[config.mk]
export PLATFORM = sky130hd
export DESIGN_NAME = diag_record
export DESIGN_NICKNAME = d
export VERILOG_FILES = /design/src/inc/diag_pkg.sv /design/src/verilog/diag_sync2.sv /design/src/verilog/diagnostic_timestamp_ticker.sv /design/src/verilog/diag_record.sv
export VERILOG_INCLUDE_DIRS = /design/src /design/src/inc
export SDC_FILE = /design/constraint.sdc
export NUM_CORES = 1
export LEC_CHECK = 0
export ABC_AREA = 1
export BUFFER_PORTS_ARGS = -buffer_cell sky130_fd_sc_hd__buf_2
export CORE_UTILIZATION = 55
export DETAILED_ROUTE_END_ITERATION = 7
export GPL_TIMING_DRIVEN = 0
export PLACE_DENSITY = 0.76
export SYNTH_ARGS = -nofsm -noshare
export SYNTH_HDL_FRONTEND = slang
export SYNTH_SLANG_ARGS = --single-unit
export TNS_END_PERCENT = 30
[constraint.sdc]
create_clock -name i_clk -period 1.9 [get_ports i_clk]
set_clock_uncertainty 0.2 [all_clocks]
set_input_delay 0.285 -clock i_clk [delete_from_list [all_inputs] [get_ports i_clk]]
set_output_delay 0.285 -clock i_clk [all_outputs]
set_load 0.02 [all_outputs]
[src/inc/diag_cfg.svh]
// Offsets, field positions, constants and timing of the output module diagnostic record
`ifndef DIAG_CFG_SVH
`define DIAG_CFG_SVH

// Record set numbers
`define REC_SHORT 8'h00
`define REC_FULL 8'h01

// Record sizes in bytes
`define REC_SHORT_LEN 5'h04
`define REC_FULL_LEN 5'h14

// Byte offsets inside the record
`define OFS_ERR_SUM_A 5'h00
`define OFS_MOD_INFO 5'h01
`define OFS_RESERVED2 5'h02
`define OFS_ERR_SUM_D 5'h03
`define OFS_CH_TYPE 5'h04
`define OFS_BITS_PER_CH 5'h05
`define OFS_CH_COUNT 5'h06
`define OFS_CH_BITMAP 5'h07
`define OFS_CH_ERR0 5'h08
`define OFS_CH_ERR7 5'h0F
`define OFS_STAMP0 5'h10
`define OFS_STAMP3 5'h13

// Subindex of the channel 7 byte and of the time stamp
`define SUB_CH_ERR7 8'h11
`define SUB_STAMP 8'h13

// First summary byte bit positions
`define BIT_A_MOD_FAIL 0
`define BIT_A_INT_ERR 1
`define BIT_A_EXT_ERR 2
`define BIT_A_CH_ERR 3
`define BIT_A_AUX_MISS 4
`define BIT_A_PARAM_ERR 7

// Second summary byte bit positions
`define BIT_D_COMM_ERR 4

// Module information fields
`define MOD_CLASS_DIGITAL 4'hF
`define BIT_MOD_CH_INFO 4

// Channel specific byte bit positions
`define BIT_CH_PARAM 0
`define BIT_CH_SHORT 2

// Fixed descriptor values
`define CH_TYPE_DIG_OUT 7'h72
`define BITS_PER_CH 8'h08
`define NUM_CHANNELS 8'h08
`define CH_ERR_RESET 8'h00
`define STAMP_RESET 32'h0000_0000

// Timing
`define CLK_PERIOD_NS 20
`define TICK_PERIOD_NS 1000
`define CYCLES_PER_US (`TICK_PERIOD_NS / `CLK_PERIOD_NS)

`endif

[src/inc/diag_pkg.sv]
// Types shared by the diagnostic record logic
package diag_pkg;

    typedef logic [7:0] byte_t;
    typedef logic [4:0] rec_index_t;
    typedef logic [31:0] stamp_t;

endpackage : diag_pkg

[src/verilog/diag_sync2.sv]
// Two flop synchroniser for a vector of independent levels
`timescale 1ns/100ps
module diag_sync2 #(
    parameter int W = 8
) (
    // Clock and reset
    input wire logic i_clk,
    input wire logic i_rstn,
    // Levels in and out
    input wire logic [W-1:0] i_async,
    output logic [W-1:0] o_sync
);

    logic [W-1:0] meta_r;
    logic [W-1:0] sync_r;

    // First stage feeds only the second stage
    always_ff @(posedge i_clk or negedge i_rstn) begin
        if (!i_rstn) begin
            meta_r <= '0;
            sync_r <= '0;
        end else begin
            meta_r <= i_async;
            sync_r <= meta_r;
        end
    end

    assign o_sync = sync_r;

endmodule : diag_sync2

[src/verilog/diagnostic_timestamp_ticker.sv]
// Free running 32-bit microsecond ticker
`timescale 1ns/100ps
`include "diag_cfg.svh"
module diagnostic_timestamp_ticker #(
    parameter int CYCLES_PER_US = `CYCLES_PER_US
) (
    // Clock and reset
    input wire logic i_clk,
    input wire logic i_rstn,
    // Ticker value
    output diag_pkg::stamp_t o_ticks
);
    import diag_pkg::*;

    localparam int PW = (CYCLES_PER_US > 1) ? $clog2(CYCLES_PER_US) : 1;
    localparam logic [PW-1:0] PRE_LAST = PW'(CYCLES_PER_US - 1);

    logic [PW-1:0] pre_r;
    stamp_t ticks_r;

    // Divide the clock down to one step per microsecond
    always_ff @(posedge i_clk or negedge i_rstn) begin
        if (!i_rstn) begin
            pre_r <= '0;
        end else if (pre_r == PRE_LAST) begin
            pre_r <= '0;
        end else begin
            pre_r <= pre_r + PW'(1);
        end
    end

    // Count from zero at power on, wrap after the top value
    always_ff @(posedge i_clk or negedge i_rstn) begin
        if (!i_rstn) begin
            ticks_r <= `STAMP_RESET;
        end else if (pre_r == PRE_LAST) begin
            ticks_r <= ticks_r + 32'h0000_0001;
        end
    end

    assign o_ticks = ticks_r;

endmodule : diagnostic_timestamp_ticker

[src/verilog/diag_record.sv]
// Read-only diagnostic record of an eight channel digital output module
`timescale 1ns/100ps
`include "diag_cfg.svh"
module diag_record #(
    parameter int CHANNELS = 8,
    parameter int CYCLES_PER_US = `CYCLES_PER_US
) (
    // Clock and reset
    input wire logic i_clk,
    input wire logic i_rstn,
    // Module level fault inputs, asynchronous levels
    input wire logic i_module_fail,
    input wire logic i_internal_err,
    input wire logic i_external_err,
    input wire logic i_aux_missing,
    input wire logic i_param_err,
    input wire logic i_comm_err,
    // Channel fault inputs, asynchronous levels
    input wire logic [CHANNELS-1:0] i_ch_param_err,
    input wire logic [CHANNELS-1:0] i_ch_short,
    // Record read port, same clock domain
    input wire logic i_rd_req,
    input wire diag_pkg::byte_t i_record_set_number,
    input wire diag_pkg::rec_index_t i_rd_index,
    output logic o_rd_valid,
    output logic o_rd_error,
    output diag_pkg::byte_t o_rd_data,
    // Event and time outputs
    output logic o_diag_event,
    output diag_pkg::stamp_t o_ticks
);
    import diag_pkg::*;

    localparam int NSRC = 6 + 2 * CHANNELS;

    // Synchronised fault levels
    logic [NSRC-1:0] raw_src;
    logic [NSRC-1:0] src_sync;
    logic [NSRC-1:0] src_prev_r;
    logic mod_fail;
    logic int_err;
    logic ext_err_pin;
    logic aux_miss;
    logic param_err;
    logic comm_err;
    logic [CHANNELS-1:0] ch_param;
    logic [CHANNELS-1:0] ch_short;

    // Record contents
    byte_t err_sum_a_r;
    byte_t err_sum_d_r;
    byte_t ch_bitmap_r;
    byte_t ch_err_r [CHANNELS];
    stamp_t stamp_r;
    stamp_t ticks;
    logic event_r;

    // Read port state
    logic rd_valid_r;
    logic rd_error_r;
    byte_t rd_data_r;

    // Limit for one record set
    function automatic logic index_ok(input byte_t set, input rec_index_t idx);
        logic ok;
        ok = 1'b0;
        if (set == `REC_SHORT) begin
            ok = (idx < `REC_SHORT_LEN);
        end else if (set == `REC_FULL) begin
            ok = (idx < `REC_FULL_LEN);
        end
        return ok;
    endfunction : index_ok

    // Bring all fault levels into the clock domain
    assign raw_src = {i_ch_short, i_ch_param_err, i_comm_err, i_param_err,
                      i_aux_missing, i_external_err, i_internal_err, i_module_fail};

    diag_sync2 #(
        .W(NSRC)
    ) u_sync (
        .i_clk(i_clk),
        .i_rstn(i_rstn),
        .i_async(raw_src),
        .o_sync(src_sync)
    );

    // Split the synchronised vector
    assign mod_fail = src_sync[0];
    assign int_err = src_sync[1];
    assign ext_err_pin = src_sync[2];
    assign aux_miss = src_sync[3];
    assign param_err = src_sync[4];
    assign comm_err = src_sync[5];
    assign ch_param = src_sync[6 +: CHANNELS];
    assign ch_short = src_sync[6 + CHANNELS +: CHANNELS];

    // Microsecond time base
    diagnostic_timestamp_ticker #(
        .CYCLES_PER_US(CYCLES_PER_US)
    ) u_ticker (
        .i_clk(i_clk),
        .i_rstn(i_rstn),
        .o_ticks(ticks)
    );

    // Channel specific bytes, reserved bits held at zero
    always_ff @(posedge i_clk or negedge i_rstn) begin
        if (!i_rstn) begin
            for (int i = 0; i < CHANNELS; i++) begin
                ch_err_r[i] <= `CH_ERR_RESET;
            end
        end else begin
            for (int i = 0; i < CHANNELS; i++) begin
                ch_err_r[i] <= '0;
                ch_err_r[i][`BIT_CH_PARAM] <= ch_param[i];
                ch_err_r[i][`BIT_CH_SHORT] <= ch_short[i];
            end
        end
    end

    // Bitmap mirrors any fault of each channel
    always_ff @(posedge i_clk or negedge i_rstn) begin
        if (!i_rstn) begin
            ch_bitmap_r <= 8'h00;
        end else begin
            ch_bitmap_r <= '0;
            for (int i = 0; i < CHANNELS; i++) begin
                ch_bitmap_r[i] <= ch_param[i] | ch_short[i];
            end
        end
    end

    // First summary byte
    always_ff @(posedge i_clk or negedge i_rstn) begin
        if (!i_rstn) begin
            err_sum_a_r <= 8'h00;
        end else begin
            err_sum_a_r <= '0;
            err_sum_a_r[`BIT_A_MOD_FAIL] <= mod_fail;
            err_sum_a_r[`BIT_A_INT_ERR] <= int_err | comm_err;
            err_sum_a_r[`BIT_A_EXT_ERR] <= ext_err_pin | (|ch_short);
            err_sum_a_r[`BIT_A_CH_ERR] <= |(ch_param | ch_short);
            err_sum_a_r[`BIT_A_AUX_MISS] <= aux_miss;
            err_sum_a_r[`BIT_A_PARAM_ERR] <= param_err | (|ch_param);
        end
    end

    // Second summary byte
    always_ff @(posedge i_clk or negedge i_rstn) begin
        if (!i_rstn) begin
            err_sum_d_r <= 8'h00;
        end else begin
            err_sum_d_r <= '0;
            err_sum_d_r[`BIT_D_COMM_ERR] <= comm_err;
        end
    end

    // A new fault on any source is a diagnostic event
    always_ff @(posedge i_clk or negedge i_rstn) begin
        if (!i_rstn) begin
            src_prev_r <= '0;
            event_r <= 1'b0;
        end else begin
            src_prev_r <= src_sync;
            event_r <= |(src_sync & ~src_prev_r);
        end
    end

    // Capture the ticker at the event
    always_ff @(posedge i_clk or negedge i_rstn) begin
        if (!i_rstn) begin
            stamp_r <= `STAMP_RESET;
        end else if (|(src_sync & ~src_prev_r)) begin
            stamp_r <= ticks;
        end
    end

    // Record read answer one cycle after the request
    always_ff @(posedge i_clk or negedge i_rstn) begin
        if (!i_rstn) begin
            rd_valid_r <= 1'b0;
            rd_error_r <= 1'b0;
            rd_data_r <= 8'h00;
        end else begin
            rd_valid_r <= i_rd_req;
            rd_error_r <= i_rd_req & ~index_ok(i_record_set_number, i_rd_index);
            if (i_rd_req) begin
                rd_data_r <= 8'h00;
                if (index_ok(i_record_set_number, i_rd_index)) begin
                    case (i_rd_index)
                        `OFS_ERR_SUM_A: begin
                            rd_data_r <= err_sum_a_r;
                        end
                        `OFS_MOD_INFO: begin
                            rd_data_r <= {3'h0, 1'b1, `MOD_CLASS_DIGITAL};
                        end
                        `OFS_ERR_SUM_D: begin
                            rd_data_r <= err_sum_d_r;
                        end
                        `OFS_CH_TYPE: begin
                            rd_data_r <= {1'b0, `CH_TYPE_DIG_OUT};
                        end
                        `OFS_BITS_PER_CH: begin
                            rd_data_r <= `BITS_PER_CH;
                        end
                        `OFS_CH_COUNT: begin
                            rd_data_r <= `NUM_CHANNELS;
                        end
                        `OFS_CH_BITMAP: begin
                            rd_data_r <= ch_bitmap_r;
                        end
                        default: begin
                            if (i_rd_index >= `OFS_STAMP0) begin
                                rd_data_r <= stamp_r[8 * (i_rd_index - `OFS_STAMP0) +: 8];
                            end else if (i_rd_index >= `OFS_CH_ERR0 && i_rd_index <= `OFS_CH_ERR7) begin
                                rd_data_r <= ch_err_r[3'(i_rd_index - `OFS_CH_ERR0)];
                            end
                        end
                    endcase
                end
            end
        end
    end

    assign o_rd_valid = rd_valid_r;
    assign o_rd_error = rd_error_r;
    assign o_rd_data = rd_data_r;
    assign o_diag_event = event_r;
    assign o_ticks = ticks;

endmodule : diag_record

==> summary.md <==
| Metric | Value |
|---|---|
| Post-synth EDFFs | 0 |
| Final non-filler cell total | 1156 |
| Die W | 115 um |
| Clock slew at reported path FFs | 70 ps |
| GRT Overall Usage | 27.0% |
| Cts bufs inserted | 17 |
| ANT cells | 0 |
| Post-synthesis async set-or-reset flop share | 100% |
| Vias in the first global route | 5399 |
| CTS sink cnt | 159 |
| Worst-Skew Late Latency | 430 ps |
| Vias per cell | 5.12 |
| Final period utilization | 97.0% |
| Rel. slew slack | 56.2% |
| Rows | 40 |
| Antenna Violating Nets Remaining | 0 |
| DR iter-0 viols | 462 |
| Final min period | 1840 ps |
| CP required | 2020 ps |
| Distinct cells, synth | 32 |
| Worst Min Path Start | u_sync.meta_r[19] |
| Post-DP HPWL | 11600 um |
| Reg-to-Reg End | u_ticker.o_ticks[28] |
| Flops & latches, synth | 159 |
| Sequential element share of the synthesized area | 56.8% |
| CP Launch Type | register |
| Reg2Reg Launch Point | u_ticker.o_ticks[0] |
| Routability Congestion | 0.993 |
| Worst slew pin tran | 657 ps |
| Final Hold Fails | 0 |
| Path depth of the worst reg2reg path | 10 |
| Clock Path Buffers | 2 |
| Max stage delay on crit path | 480 ps |
| Placed Area | 7650 um^2 |
| Pleak | 4.49 nW |
| CTS root buf | clkbuf_16 |
| Fmax | 543 MHz |
| Synth Cell Area | 7010 um^2 |
| CTS HTree Levels | 4 |
| Hold Crit Depth | 0 |
| Core box area | 12200 um^2 |
| Min-delay worst type | reg2reg |
| Slowest stage cell, crit path | dfrtp_2 |
| Max Cap Violations | 0 |
| Post-Syn Area per Cell | 8.32 um^2 |
| Most frequent cell after synthesis | nand2_1 |
| Top cells by area, synth | dfrtp_1 57%, nand2_1 20%, nor2_1 4.1% |
| I/O Pins | 81 |
| # nets final | 1016 |
| Final setup violation count | 0 |
| Via count | 5923 |
| Final Instance Area | 8590 um^2 |
| Initial antenna violation count | 0 |
| Tot Pwr | 7.27 mW |
| Worst path most repeated cell | nand2_1 |
| Placed Instances | 1090 |
| Commonest cells in the netlist | 374 x nand2_1, 159 x dfrtp_1, 77 x nor2_1, 57 x inv_1, 55 x nand3_1 |
| Total number of yosys warnings | 0 |
| Largest area contributor in the netlist | dfrtp_1 |
| Starting Density | 57.4% |
| Synth Net Count | 883 |
| Die height | 115 um |
| RSZ-0062 raised after global routing | yes |
| Residual DRC | 0 |
| Grt total ovfl | 0 |
| Critical path type | reg2reg |
| Final core occ | 70.3% |
| Port Buffers | 79 |
| CP cell instances | ha_2 > inv_1 > nor2_2 > inv_1 > nor2_1 > nand2_1 > nand2_1 > nand2_1 > nand2_1 > nand2_1 |
| Flop2flop setup slack | 60 ps |
| First-pass GRT wire length | 26800 um |
| CP arrival | 1960 ps |
| PD cells | 846 nW/um^2 |
| CTS tree | built |
| Peak VDD IR | 1200 uV |
| Setup crit start | u_ticker.o_ticks[0] |
| CP Capture Type | register |
| Hold path endpoint | u_sync.o_sync[19] |
| Ys flop type | dfrtp_1 |
| Area grow syn2layout | 22.6% |
| Largest net degree at the start of global routing | 88 |
| Status | finished, final reports clean |
| Crit Path Max Fanout | 7 |
| Final Slew Violations | 0 |
| First drt pass iteration count | 6 |
| Synth Instances | 842 |
| Die ar. | 13200 um^2 |
| Drt total wl | 16700 um |
| Routed len/inst | 14.4 um |
| Synth top area share | 56.8% |
| Share of cells above drive strength 1 | 17.7% |
-- critical path: cells and delay by family (launching register included) --
family | cells | cell delay (ps)
simple gates | 7 | 590
flops | 1 | 480
fa+ha+maj | 1 | 260
buf+inv | 2 | 210
-- where the power goes --
group | switching [mW] | internal [mW]
registers | 0.0401 | 3.47
clock network | 1.48 | 1.93
logic | 0.220 | 0.130
-- layout make-up --
cell class                      count  area [um^2]
Sequential cell                   159         3980
Fill cell                         980         3620
Multi-Input combinational cell    603         2710
Timing Repair Buffer              114          749
Clock buffer                       19          453
Inverter                           63          236
Tap cell                          168          210
Clock inverter                     13          145
Buffer                             17          104
-- logic make-up (layout without fill, tap and decap cells) --
group / after synthesis / in the layout / share of synthesized area (%)
flops: 159 / 159 / 56.8
fa+ha+maj: 3 / 3 / 0.536
xor+xnor: 16 / 16 / 2.00
simple gates: 562 / 562 / 34.3
buf+inv: 80 / 226 / 4.71
compound gates: 22 / 22 / 1.68
-- how the worst max path moves through the flow --
stage / to / cells after the start
6_report: u_ticker.o_ticks[28] / 10
5_1_grt: u_ticker.o_ticks[28] / 10
4_1_cts: u_ticker.o_ticks[28] / 10
3_5_place_dp: u_ticker.o_ticks[28] / 10
3_3_place_gp: u_ticker.o_ticks[11] / 1
2_1_floorplan: u_ticker.o_ticks[28] / 10
-- sequential cells by signal, indices dropped and copies added, names as in the netlist, 4 cells and up --
signal	cells
u_sync.meta_r	22
u_ticker.pre_r	6
u_sync.o_sync	22
o_rd_data	8
stamp_r	32
u_ticker.o_ticks	32
err_sum_a_r	4
src_prev_r	21
ch_bitmap_r	8
-- layout by cell type (no fill, tap or decap), types with 8 or more instances in the layout --
| cell | instances |
|---|---|
| nand3_1 | 55 |
| dlygate4sd3_1 | 26 |
| nor2_2 | 9 |
| inv_1 | 56 |
| clkbuf_16 | 17 |
| nand3b_1 | 14 |
| nand4_1 | 8 |
| buf_2 | 86 |
| nor2_1 | 75 |
| nand2_1 | 374 |
| dfrtp_1 | 155 |
| buf_4 | 11 |
| or2_2 | 9 |
| xor2_1 | 11 |
| o21ai_1 | 8 |
-- what timing repair did --
| item | CTS | global route |
|---|---|---|
| resized for setup | 2 | 11 |
| endpoints found under the setup margin | 4 | 40 |
| setup buffers | 0 | 8 |
| gates cloned | 0 | 0 |
| endpoints found under the hold margin | 96 | 0 |
| pin swaps | 0 | 5 |
| hold buffers | 26 | 0 |
-- per-stage QoR --
step	hold slack (ps)	setup slack, ps	setup TNS [ps]
floorplan	-211	125	0
global placement	133	-1920	-304340
detailed placement	135	-124	-246
CTS	137	31.1	0
global route	153	-29.7	-63.7
finish	148	56.9	0
-- routing by layer --
layer | track usage (%) | part of all wire (%) | vias up
li1 | - | - | 2882
met1 | 39.1 | 47 | 2809
met2 | 40.0 | 45 | 211
met3 | 7.49 | 7.3 | 21
met4 | 7.97 | 1.2 | 0
met5 | 0 | 0 | -
Power figures use the tool's default switching activity.
